`config.mk`:
```
export PLATFORM = sky130hd
export DESIGN_NAME = pll_config_register_bank
export DESIGN_NICKNAME = d
export VERILOG_FILES = /design/src/pll_config_pkg.sv /design/src/pll_config_register_bank.sv
export SDC_FILE = /design/constraint.sdc
export NUM_CORES = 1
export LEC_CHECK = 0
export ABC_AREA = 1
export BUFFER_PORTS_ARGS = -buffer_cell sky130_fd_sc_hd__buf_2
export CORE_MARGIN = 1.5
export CORE_UTILIZATION = 60
export DETAILED_ROUTE_END_ITERATION = 8
export GPL_TIMING_DRIVEN = 0
export PLACE_DENSITY = 0.91
export SYNTH_ARGS = -nofsm -noshare
export SYNTH_HDL_FRONTEND = slang
export SYNTH_SLANG_ARGS = --single-unit
```
`constraint.sdc`:
```
create_clock -name clk_sys_i -period 1.76 [get_ports clk_sys_i]
set_input_delay 0.088 -clock clk_sys_i [delete_from_list [all_inputs] [get_ports clk_sys_i]]
set_output_delay 0.088 -clock clk_sys_i [all_outputs]
set_load 0.05 [all_outputs]
```
`src/pll_config_pkg.sv`:
```
// Package with the offsets, reset image, field positions and carriers of the PLL configuration bank.
// What this block does
// - Crystal_load_trim holds a read/write eight-bit crystal load trim whose binary-weighted bits set the load.
// - Pll3_reference_divider bits 7 and 6 enable the third PLL's divide-by-1 bypass and divide-by-2 reference paths.
// - Pll3_reference_divider bits 5:0 hold the third PLL reference divider, legal 3 to 64, reset 25.
// - The third PLL feedback divider takes bits 7:0 from pll3_feedback_divider_low and 10:8 from pll3_filter_and_feedback_high, reset 480.
// - Pll3_filter_and_feedback_high bits 7:4 add 100k, 50k, 25k, 12.5k ohm to the third PLL filter; bit 3 alone means 6k.
// - Pll3_charge_pump_and_source bit 7 picks output divider 3's source, second PLL when clear, third PLL when set.
// - Pll3_charge_pump_and_source bits 6:1 set the third PLL pump multipliers x8..x1 and divisors /24 and /3.
// - Pll3_charge_pump_and_source bit 0 selects the third PLL reference current, 10 uA clear or 20 uA set.
// - Pll1_control_and_divider5 holds the first PLL doubler, reference current, channel 2 enable and third pole enable.
// - Pll1_control_and_divider5 bits 3:0 hold the output divider 5 code, reset to binary 0011.
// - Pll1_reference_divider holds the first PLL bypass path enables and its reference divider, reset 25.
// - The first PLL feedback divider takes bits 7:0 from pll1_feedback_divider_low and 10:8 from pll1_filter_and_feedback_high, reset 600.
// - Pll1_filter_and_feedback_high bits 7:4 add first PLL filter resistors, bit 3 alone means 1k, reset 100k+25k+12.5k.
// - Pll1_charge_pump sets first PLL pump multipliers x32..x1 and divisors /24 and /3, reset x1 and /24.
// - Bytes of a block write are held until STOP and then all written into the bank at once.
package pll_config_pkg;

   // ==========================================================
   // Address map.
   localparam logic [7:0] ADDR_CRYSTAL_LOAD_TRIM = 8'h02;
   localparam logic [7:0] ADDR_PLL3_REF_DIV = 8'h03;
   localparam logic [7:0] ADDR_PLL3_FB_LOW = 8'h04;
   localparam logic [7:0] ADDR_PLL3_FILTER_FB_HIGH = 8'h05;
   localparam logic [7:0] ADDR_PLL3_PUMP_SOURCE = 8'h06;
   localparam logic [7:0] ADDR_PLL1_CTRL_DIV5 = 8'h07;
   localparam logic [7:0] ADDR_PLL1_REF_DIV = 8'h08;
   localparam logic [7:0] ADDR_PLL1_FB_LOW = 8'h09;
   localparam logic [7:0] ADDR_PLL1_FILTER_FB_HIGH = 8'h0a;
   localparam logic [7:0] ADDR_PLL1_PUMP = 8'h0b;
   localparam int NUM_REGS = 10;
   localparam int IDX_W = 4;

   // ==========================================================
   // Power-up values, pll1_charge_pump in the top lane down to crystal_load_trim in the low lane.
   localparam logic [NUM_REGS*8-1:0] RESET_IMAGE = {
      8'h06, 8'hb2, 8'h58, 8'h19, 8'h23, 8'h6c, 8'h11, 8'he0, 8'h19, 8'h11};

   // ==========================================================
   // Field positions; the reference, feedback and filter ones are shared by the third and first PLL bytes.
   localparam int POS_BYPASS_DIV1 = 7;
   localparam int POS_PATH_DIV2 = 6;
   localparam int POS_REF_DIV_MSB = 5;
   localparam int POS_FB_HIGH_MSB = 2;
   localparam int POS_FILTER_MSB = 7;
   localparam int POS_FILTER_LSB = 4;
   localparam int POS_FILTER_LOW_ONLY = 3;
   localparam int POS_DIV3_SOURCE = 7;
   localparam int POS_PLL3_MULT_MSB = 6;
   localparam int POS_PLL3_MULT_LSB = 3;
   localparam int POS_PLL3_DIV24 = 2;
   localparam int POS_PLL3_DIV3 = 1;
   localparam int POS_PLL3_IREF = 0;
   localparam int POS_DOUBLER = 7;
   localparam int POS_PLL1_IREF = 6;
   localparam int POS_CH2_EN = 5;
   localparam int POS_THIRD_POLE = 4;
   localparam int POS_DIV5_MSB = 3;
   localparam int POS_PLL1_MULT_MSB = 7;
   localparam int POS_PLL1_MULT_LSB = 2;
   localparam int POS_PLL1_DIV24 = 1;
   localparam int POS_PLL1_DIV3 = 0;

   // ==========================================================
   // Carriers.
   typedef struct packed {
      logic [7:0] addr;
      logic [7:0] data;
   } byte_write_t;

   typedef struct packed {
      logic third_pll_ref_bypass_div1;
      logic third_pll_ref_path_div2;
      logic [5:0] third_pll_ref_divider;
      logic [10:0] third_pll_feedback_divider;
      logic [3:0] third_pll_filter_res;
      logic third_pll_filter_res_6k_only;
      logic [3:0] third_pll_pump_mult;
      logic third_pll_pump_div24;
      logic third_pll_pump_div3;
      logic third_pll_ref_current_sel;
   } third_pll_cfg_t;

   typedef struct packed {
      logic first_pll_ref_doubler;
      logic first_pll_ref_current_sel;
      logic first_pll_channel2_enable;
      logic first_pll_third_pole_enable;
      logic first_pll_ref_bypass_div1;
      logic first_pll_ref_path_div2;
      logic [5:0] first_pll_ref_divider;
      logic [10:0] first_pll_feedback_divider;
      logic [3:0] first_pll_filter_res;
      logic first_pll_filter_res_1k_only;
      logic [5:0] first_pll_pump_mult;
      logic first_pll_pump_div24;
      logic first_pll_pump_div3;
   } first_pll_cfg_t;

   typedef struct packed {
      logic [7:0] crystal_load_trim;
      logic divider3_source_select;
      logic [3:0] divider5_code;
   } misc_cfg_t;

endpackage : pll_config_pkg

```
`src/pll_config_register_bank.sv`:
```
// Configuration register bank for bytes 02h to 0Bh with block-write staging.
module pll_config_register_bank
   import pll_config_pkg::*;
(
   input wire logic clk_sys_i,
   input wire logic rst_n_i,
   input wire logic wr_valid_i,
   input wire byte_write_t wr_req_i,
   input wire logic stop_i,
   input wire logic rd_valid_i,
   input wire logic [7:0] rd_addr_i,
   output logic [7:0] rd_data_o,
   output logic rd_ack_o,
   output logic stage_pending_o,
   output third_pll_cfg_t third_pll_cfg_o,
   output first_pll_cfg_t first_pll_cfg_o,
   output misc_cfg_t misc_cfg_o,
   output logic [6:0] third_pll_pump_num_o,
   output logic [4:0] third_pll_pump_den_o,
   output logic [6:0] first_pll_pump_num_o,
   output logic [4:0] first_pll_pump_den_o
);

   // ==========================================================
   // Helper functions.

   // True when the byte address falls inside this bank.
   function automatic logic addr_in_bank(input logic [7:0] addr);
      addr_in_bank = (addr >= ADDR_CRYSTAL_LOAD_TRIM) && (addr <= ADDR_PLL1_PUMP);
   endfunction : addr_in_bank

   // Storage index of an in-bank byte address.
   function automatic logic [IDX_W-1:0] addr_index(input logic [7:0] addr);
      logic [7:0] diff;
      diff = addr - ADDR_CRYSTAL_LOAD_TRIM;
      addr_index = diff[IDX_W-1:0];
   endfunction : addr_index

   // Binary-weighted sum of pump multiplier bits, bit 0 worth one.
   function automatic logic [6:0] mult_sum(input logic [5:0] bits);
      logic [6:0] acc;
      acc = 7'h00;
      for (int k = 0; k < 6; k++) begin
         if (bits[k]) begin
            acc = acc + (7'h01 << k);
         end
      end
      mult_sum = acc;
   endfunction : mult_sum

   // Weighted divisor sum of the /24 and /3 pump bits.
   function automatic logic [4:0] div_sum(input logic div24, input logic div3);
      logic [4:0] acc;
      acc = 5'h00;
      if (div24) begin
         acc = acc + 5'h18;
      end
      if (div3) begin
         acc = acc + 5'h03;
      end
      div_sum = acc;
   endfunction : div_sum

   // ==========================================================
   // Storage: committed bank, staged bytes and the mask of staged lanes.
   logic [7:0] bank [NUM_REGS];
   logic [7:0] staged [NUM_REGS];
   logic [NUM_REGS-1:0] staged_mask;
   logic wr_hit;
   logic [IDX_W-1:0] wr_idx;
   logic [IDX_W-1:0] rd_idx;

   assign wr_hit = wr_valid_i && addr_in_bank(wr_req_i.addr);
   assign wr_idx = addr_index(wr_req_i.addr);
   assign rd_idx = addr_index(rd_addr_i);

   // Incoming bytes go to the staging lanes, and also straight to the bank in the STOP cycle, so a block write never shows half-applied
   // settings to the PLLs; writes outside the bank are dropped silently.
   always_ff @(posedge clk_sys_i or negedge rst_n_i) begin
      if (!rst_n_i) begin
         for (int i = 0; i < NUM_REGS; i++) begin
            staged[i] <= 8'h00;
         end
      end else if (wr_hit) begin
         staged[wr_idx] <= wr_req_i.data;
      end
   end

   // The mask marks lanes written since the last STOP and empties at STOP.
   always_ff @(posedge clk_sys_i or negedge rst_n_i) begin
      if (!rst_n_i) begin
         staged_mask <= '0;
      end else if (stop_i) begin
         staged_mask <= '0;
      end else if (wr_hit) begin
         staged_mask[wr_idx] <= 1'b1;
      end
   end

   // At STOP every staged lane moves into the bank on the same edge. A byte arriving in the
   // STOP cycle itself is still taken into that block rather than lost.
   always_ff @(posedge clk_sys_i or negedge rst_n_i) begin
      if (!rst_n_i) begin
         for (int i = 0; i < NUM_REGS; i++) begin
            bank[i] <= RESET_IMAGE[i*8 +: 8];
         end
      end else if (stop_i) begin
         for (int i = 0; i < NUM_REGS; i++) begin
            if (wr_hit && (wr_idx == i[IDX_W-1:0])) begin
               bank[i] <= wr_req_i.data;
            end else if (staged_mask[i]) begin
               bank[i] <= staged[i];
            end
         end
      end
   end

   assign stage_pending_o = |staged_mask;

   // ==========================================================
   // Read port: registered data one cycle after the request. Reads see the committed bank,
   // so bytes staged but not yet committed read back their old value.
   always_ff @(posedge clk_sys_i or negedge rst_n_i) begin
      if (!rst_n_i) begin
         rd_data_o <= 8'h00;
      end else if (rd_valid_i) begin
         if (addr_in_bank(rd_addr_i)) begin
            rd_data_o <= bank[rd_idx];
         end else begin
            rd_data_o <= 8'h00;
         end
      end
   end

   // Acknowledge pulse that marks rd_data_o as fresh.
   always_ff @(posedge clk_sys_i or negedge rst_n_i) begin
      if (!rst_n_i) begin
         rd_ack_o <= 1'b0;
      end else begin
         rd_ack_o <= rd_valid_i;
      end
   end

   // ==========================================================
   // Field fan-out, wired straight from the bank flip-flops.
   logic [7:0] b02;
   logic [7:0] b03;
   logic [7:0] b04;
   logic [7:0] b05;
   logic [7:0] b06;
   logic [7:0] b07;
   logic [7:0] b08;
   logic [7:0] b09;
   logic [7:0] b0a;
   logic [7:0] b0b;

   assign b02 = bank[0];
   assign b03 = bank[1];
   assign b04 = bank[2];
   assign b05 = bank[3];
   assign b06 = bank[4];
   assign b07 = bank[5];
   assign b08 = bank[6];
   assign b09 = bank[7];
   assign b0a = bank[8];
   assign b0b = bank[9];

   // Crystal trim, divider 3 source and divider 5 code.
   assign misc_cfg_o.crystal_load_trim = b02;
   assign misc_cfg_o.divider3_source_select = b06[POS_DIV3_SOURCE];
   assign misc_cfg_o.divider5_code = b07[POS_DIV5_MSB:0];

   // Third PLL reference path and dividers.
   assign third_pll_cfg_o.third_pll_ref_bypass_div1 = b03[POS_BYPASS_DIV1];
   assign third_pll_cfg_o.third_pll_ref_path_div2 = b03[POS_PATH_DIV2];
   assign third_pll_cfg_o.third_pll_ref_divider = b03[POS_REF_DIV_MSB:0];
   assign third_pll_cfg_o.third_pll_feedback_divider = {b05[POS_FB_HIGH_MSB:0], b04};

   // Third PLL loop filter; the 6k flag is passed raw and the analogue side applies it alone.
   assign third_pll_cfg_o.third_pll_filter_res = b05[POS_FILTER_MSB:POS_FILTER_LSB];
   assign third_pll_cfg_o.third_pll_filter_res_6k_only = b05[POS_FILTER_LOW_ONLY];

   // Third PLL charge pump and reference current.
   assign third_pll_cfg_o.third_pll_pump_mult = b06[POS_PLL3_MULT_MSB:POS_PLL3_MULT_LSB];
   assign third_pll_cfg_o.third_pll_pump_div24 = b06[POS_PLL3_DIV24];
   assign third_pll_cfg_o.third_pll_pump_div3 = b06[POS_PLL3_DIV3];
   assign third_pll_cfg_o.third_pll_ref_current_sel = b06[POS_PLL3_IREF];

   // First PLL control bits.
   assign first_pll_cfg_o.first_pll_ref_doubler = b07[POS_DOUBLER];
   assign first_pll_cfg_o.first_pll_ref_current_sel = b07[POS_PLL1_IREF];
   assign first_pll_cfg_o.first_pll_channel2_enable = b07[POS_CH2_EN];
   assign first_pll_cfg_o.first_pll_third_pole_enable = b07[POS_THIRD_POLE];

   // First PLL reference path and dividers.
   assign first_pll_cfg_o.first_pll_ref_bypass_div1 = b08[POS_BYPASS_DIV1];
   assign first_pll_cfg_o.first_pll_ref_path_div2 = b08[POS_PATH_DIV2];
   assign first_pll_cfg_o.first_pll_ref_divider = b08[POS_REF_DIV_MSB:0];
   assign first_pll_cfg_o.first_pll_feedback_divider = {b0a[POS_FB_HIGH_MSB:0], b09};

   // First PLL loop filter.
   assign first_pll_cfg_o.first_pll_filter_res = b0a[POS_FILTER_MSB:POS_FILTER_LSB];
   assign first_pll_cfg_o.first_pll_filter_res_1k_only = b0a[POS_FILTER_LOW_ONLY];

   // First PLL charge pump.
   assign first_pll_cfg_o.first_pll_pump_mult = b0b[POS_PLL1_MULT_MSB:POS_PLL1_MULT_LSB];
   assign first_pll_cfg_o.first_pll_pump_div24 = b0b[POS_PLL1_DIV24];
   assign first_pll_cfg_o.first_pll_pump_div3 = b0b[POS_PLL1_DIV3];

   // ==========================================================
   // Pump current ratio terms, so the bias generator needs no adder of its own. The
   // reference-current doubling is left to the analogue side, which owns the current source.
   assign third_pll_pump_num_o = mult_sum({2'b00, b06[POS_PLL3_MULT_MSB:POS_PLL3_MULT_LSB]});
   assign third_pll_pump_den_o = div_sum(b06[POS_PLL3_DIV24], b06[POS_PLL3_DIV3]);
   assign first_pll_pump_num_o = mult_sum(b0b[POS_PLL1_MULT_MSB:POS_PLL1_MULT_LSB]);
   assign first_pll_pump_den_o = div_sum(b0b[POS_PLL1_DIV24], b0b[POS_PLL1_DIV3]);

endmodule : pll_config_register_bank

```
# After elaboration in Yosys (flattened, before gate mapping)
# Cells that the tools add are included.
[totals]
ff_bits = 179
in_bits = 29
output_inout_bits = 114
elab_cells = 139
[classes]
addsub = 12
magnitude_cmp = 9
n_eq_ne = 9
mux = 45
bitwise = 3
reduce_logical = 38
[op_table]
columns = ["cell", "count"]
rows = [
  ["8-bit two-way mux", 24],
  ["80-bit bitwise mux", 1],
  ["7-bit two-way mux", 8],
  ["8-bit binary-select mux with 4-bit select", 1],
  ["8-bit demux with 4-bit select", 1],
  ["2-bit nonzero test", 11],
  ["10-bit two-way mux", 2],
  ["5-bit two-way mux", 4],
  ["2-bit AND reduction", 10],
  ["4-bit by 3-bit == test with 1-bit output, second input constant", 4],
  ["8-bit by 2-bit greater-or-equal comparator with 1-bit output, second input constant", 2],
  ["8-bit by 4-bit less-or-equal comparator with 1-bit output, second input constant", 2],
  ["1-bit logical AND", 15],
  ["7-bit by 3-bit adder with 7-bit output, second input constant", 2],
  ["7-bit by 4-bit adder with 7-bit output, second input constant", 2],
  ["5-bit by 2-bit adder with 5-bit output, second input constant", 2],
  ["5-bit greater-or-equal comparator, second input constant", 2],
  ["4-bit inverter with 5-bit output", 2],
  ["10-bit bitwise OR", 1],
  ["10-bit OR reduction", 1],
  ["4-bit by 2-bit == test with 1-bit output, second input constant", 2],
  ["4-bit == test, second input constant", 2],
  ["4-bit by 2-bit subtractor with 4-bit output, second input constant", 2],
  ["7-bit by 2-bit adder with 7-bit output, second input constant", 1],
  ["10 further kinds", 12],
]

# Longest topological paths before layout
[depth]
ltp_word = 11
mapped_depth = 13
ltp_nobuf = 12

# Least setup slack after synthesis
# Ideal clock, no wire load.
[synth_path]
path_type = "input to register"
start = "input rd_addr_i[1]"
end = "register rd_data_o[2]"
setup_time_ns = 0.118
arrival_ns = 1.758
required_ns = 1.642
slack_ns = -0.116
cell_stages = 10
path_buffers = 2
path_cell_list = "buf_2 -> clkinv_1 -> buf_1 -> ha_1 -> xnor2_1 -> inv_1 -> o2111ai_1 -> nand2_1 -> nand2_1 -> nand2_1"
[synth_between]
elab_chain_len = 6
word_cells_on_any_way = 9
cone_classes = "add/sub: 1; order compare: 2; mux: 4; bitwise: 1; reduce/logical: 1"
[synth_lines]
columns = ["item", "line_no", "rtl"]
rows = [
  ["from (decl)", "pll_config_register_bank.sv:11", "input wire logic [7:0] rd_addr_i,"],
  ["4-bit by 2-bit subtractor with 4-bit output", "pll_config_register_bank.sv:35", "diff = addr - ADDR_CRYSTAL_LOAD_TRIM;"],
  ["4-bit inverter with 5-bit output (not written as such)", "pll_config_register_bank.sv:128", "rd_data_o <= bank[rd_idx];"],
  ["8-bit binary-select mux with 4-bit select", "pll_config_register_bank.sv:128", ""],
  ["8-bit two-way mux (not written as such) (2 in series)", "pll_config_register_bank.sv:128", ""],
  ["8-bit two-way mux *", "pll_config_register_bank.sv:127", "if (addr_in_bank(rd_addr_i)) begin"],
  ["to (signal assigned)", "pll_config_register_bank.sv:128", ""],
  ["to (decl)", "pll_config_register_bank.sv:12", "output logic [7:0] rd_data_o,"],
]
# Every way passes the cells marked *; elsewhere a longest branch is shown, timed or not. The select of a mux whose other input is x is not followed.
# A chain may end at the register's enable or synchronous reset.

# Worst setup path in the final report
[layout_path]
start = "register staged_mask[9]"
end = "output stage_pending_o"
[layout_between]
elab_chain_len = 1
[layout_lines]
columns = ["item", "line_no", "rtl"]
rows = [
  ["from (decl)", "pll_config_register_bank.sv:68", "logic [NUM_REGS-1:0] staged_mask;"],
  ["from (signal assigned)", "pll_config_register_bank.sv:92", "staged_mask <= '0;"],
  ["from (signal assigned)", "pll_config_register_bank.sv:94", "staged_mask <= '0;"],
  ["from (signal, indexed assignment)", "pll_config_register_bank.sv:96", "staged_mask[wr_idx] <= 1'b1;"],
  ["10-bit OR reduction", "pll_config_register_bank.sv:118", "assign stage_pending_o = |staged_mask;"],
  ["to (decl)", "pll_config_register_bank.sv:14", "output logic stage_pending_o,"],
]
# No other way between the ends.

==> impl_metrics.py <==
metrics = {
    "status": {
        "status": "complete, no violations",
    },
    "critical_path": {
        "crit_family": "simple AND/OR/NAND/NOR gates",
        "worstReg2RegStart": "b02[4]$_DFFE_PN1P_",
        "cp.required_ns": 1.67,
        "cpPeakStageDelay_ns": 0.43,
        "r2r_slack_ns": 0.37,
        "path_cells": "nor4_4 > nand4_1 > buf_4",
        "worst_setup_path_start_kind": "flop",
        "cp-end-kind": "output pin",
        "r2r-end": "rd_data_o[4]$_DFFE_PN0P_",
        "cp.arrival_ns": 1.62,
        "worstSetupPathType": "flop to output pin",
        "cp_max_fo": 2,
        "path_buf_inv": 1,
        "cp_num_cells": 3,
        "ff2ff_path_depth": 6,
        "crit_path_top_delay_cell": "dfrtp_1",
    },
    "floorplanning": {
        "rows": 42,
        "io_pins": 143,
        "initial_core_util_pct": 62.2,
        "core_area_um2": 13400,
        "die-area_um2": 14600,
        "die_w_um": 121,
        "chipHeight_um": 121,
    },
    "clocking": {
        "post_cts_buffers": 0,
        "clkTransAtPathRegs_ns": 0.06,
        "cts_root_buffer": "clkbuf_16",
        "cts_buffer_depth": 2,
        "htreeDepth": 4,
        "clk_latency_ns": 0.44,
        "cts_tree": "done",
        "cts.sinks": 179,
        "numCtsBuffers": 17,
    },
    "yosys": {
        "synth_largest_area_cell": "dfrtp_1",
        "netlist_instances": 1012,
        "yosys.area.top_type_share_pct": 45.0,
        "yosysSeqAreaShare_pct": 54.2,
        "synth_area_leaders": "dfrtp_1, nand2_1, dfstp_2, nand3_1, buf_4",
        "ys_ff_latch": 179,
        "netlist_area_um2": 8340,
        "ys_types": 31,
        "yosysWarnings": 0,
        "avgSynthCellArea_um2": 8.24,
    },
    "timing": {
        "drv_slew": 0,
        "period_share_pct": 97.3,
        "worst_slew_pin_slew_ns": 1.03,
        "whs_ns": 0.0365,
        "max_freq_mhz": 584,
        "setup_slack_ns": 0.0475,
        "skew_ns": 0.00789,
        "hold_viol": 0,
        "slew_headroom_pct": 31.2,
        "setup_viol": 0,
        "fin_crit_ns": 1.71,
    },
    "global_route": {
        "grtUsageTotal_pct": 35.7,
        "grt_first_pass_wirelength_um": 38800,
        "grt_overflow_total": 0,
        "antenna_found_initial": 0,
        "grt_pass1_vias": 7357,
        "grt_max_degree": 99,
    },
    "power": {
        "total_leakage_power_nw": 5.61,
        "powerDensity_nw_per_um2": 922,
        "vdd_drop_max_mv": 0.695,
    },
    "detailed_routing": {
        "drc": 0,
        "wire_per_inst_um": 18.5,
        "routed_wl_um": 25100,
        "vias": 7826,
        "vias_per_cell": 5.78,
        "antenna_left": 0,
        "first_iter_violations": 977,
        "drt-pass1-iter-count": 5,
    },
    "cells_and_area": {
        "area.growth.synth_to_final_pct": 19.4,
        "finalNonFillerCells": 1354,
        "diodes": 0,
        "nNetsFinal": 1196,
        "layout-drive-gt1-share_pct": 24.7,
    },
    "hold_path": {
        "hp-start": "stop_i",
        "hp-class": "primary input to flop",
        "hold_depth": 4,
        "worst_hold_path.endpoint": "b0b[1]$_DFFE_PN1P_",
    },
    "flow_run": {
        "cap_violations": 0,
    },
    "placed_design": {
        "place.gp.congestion": 1.00,
        "hpwlAfterDp_um": 16800,
        "dpl_worst_slack_ns": -0.628,
        "portBuffers": 127,
        "placedCellCount": 1321,
    },
}
[placed cells by master, fill, tap and decap left out, types with 14 or more instances in the layout]
master and instances:
nand2_2 26, inv_1 20, o21ai_0 14, buf_2 140, clkbuf_1 20, dfstp_2 29, nand3_1 142, buf_4 26
clkbuf_16 17, dfrtp_1 150, nand2_1 504
[layout make-up]
| type | count | area [um2] |
|---|---|---|
| fill | 978 | 3440 |
| inverter | 26 | 100 |
| timing repair buffer | 130 | 696 |
| tap | 176 | 220 |
| buffer | 64 | 392 |
| clock buffer | 23 | 478 |
| sequential | 179 | 4520 |
| multi-input combinational | 747 | 3380 |
| clock inverter | 9 | 176 |
[through the flow]
step	cell area, um2	total power, W	utilization (%)	TNS [ns]
3_5_place_dp	9260	0.00502	69.1	-16.80
3_3_place_gp	9220	0.00499	68.8	-353.04
4_1_cts	9940	0.00916	74.2	0
2_1_floorplan	8360	0.00473	-	0
5_1_grt	9960	0.00942	74.3	-0.0140
6_report	9960	0.00918	74.3	0
[worst max-delay path by stage]
stage | start | to | slack, ns
after floorplan | rd_addr_i[1] | rd_data_o[3]$_DFFE_PN0P_ | 0.02
after global placement | rst_n_i | b04[4]$_DFFE_PN0P_ | -2.08
after detailed placement | rd_addr_i[1] | rd_data_o[7]$_DFFE_PN0P_ | -0.63
after CTS | rd_addr_i[1] | rd_data_o[7]$_DFFE_PN0P_ | 0.05
after global routing | staged_mask[9]$_DFFE_PN0P_ | stage_pending_o | -0.01
final | staged_mask[9]$_DFFE_PN0P_ | stage_pending_o | 0.05
[worst register-to-register path, cell delays in order, from the launching register on]
cell,delay (ns)
dfstp_2,0.55
nand2_1,0.09
nand3_1,0.11
nand3_1,0.20
nand3_1,0.21
nand3_1,0.10
nand2_1,0.08
[repair_timing]
| action | 4_1_cts | 5_1_grt |
|---|---|---|
| hold buffers | 2 | 0 |
| pin swaps | 0 | 1 |
| hold endpoints to repair | 68 | 0 |
| gates resized for setup | 3 | 5 |
| setup endpoints to repair | 9 | 9 |
[sequential cells by signal, summed over array words and instances (netlist names)]
name,cells
b0a,8
b04,8
b03,8
b09,8
b05,8
staged,80
b08,8
b06,8
b02,8
rd_data_o,8
b0b,8
staged_mask,10
b07,8
rd_ack_o,1
[synth_stat cells (all sizes together)]
| library cell | instances |
|---|---|
| a21oi | 20 |
| buf | 47 |
| clkbuf | 18 |
| clkinv | 3 |
| conb | 1 |
| dfrtp | 150 |
| dfstp | 29 |
| ha | 2 |
| inv | 23 |
| nand2 | 530 |
| nand3 | 143 |
| nand3b | 1 |
| nand4 | 1 |
| nor2 | 22 |
| nor3 | 2 |
| nor4 | 2 |
| o2111ai | 1 |
| o21ai | 15 |
| or2 | 1 |
| xnor2 | 1 |
[report_power, final]
| group | leakage [nW] | total [W] | switching, W | internal [W] |
|---|---|---|---|---|
| logic | 2.91 | 0.000735 | 0.000569 | 0.000166 |
| registers | 2.38 | 0.00424 | 0.0000352 | 0.00421 |
| clock network | 0.317 | 0.00420 | 0.00157 | 0.00263 |
[cells by family after synthesis]
family	Yosys count	share of synthesized area (%)
AO/OA/AOI/OAI	36	3.60
XOR/XNOR	1	0.105
adder cells (fa/ha/maj)	2	0.300
buffers and inverters	91	5.90
flip-flops	179	54.2
other	1	0.0450
AND/OR/NAND/NOR	702	35.9
[metal layers]
metal | global-route usage (%) | vias to the layer above | share of wire [%]
met4 | 19.9 | 0 | 4.8
met2 | 52.9 | 546 | 45
met3 | 10.1 | 109 | 12
met5 | 0 | - | 0
met1 | 47.6 | 3688 | 38
li1 | - | 3483 | -
(Power assumes the default switching activity.)
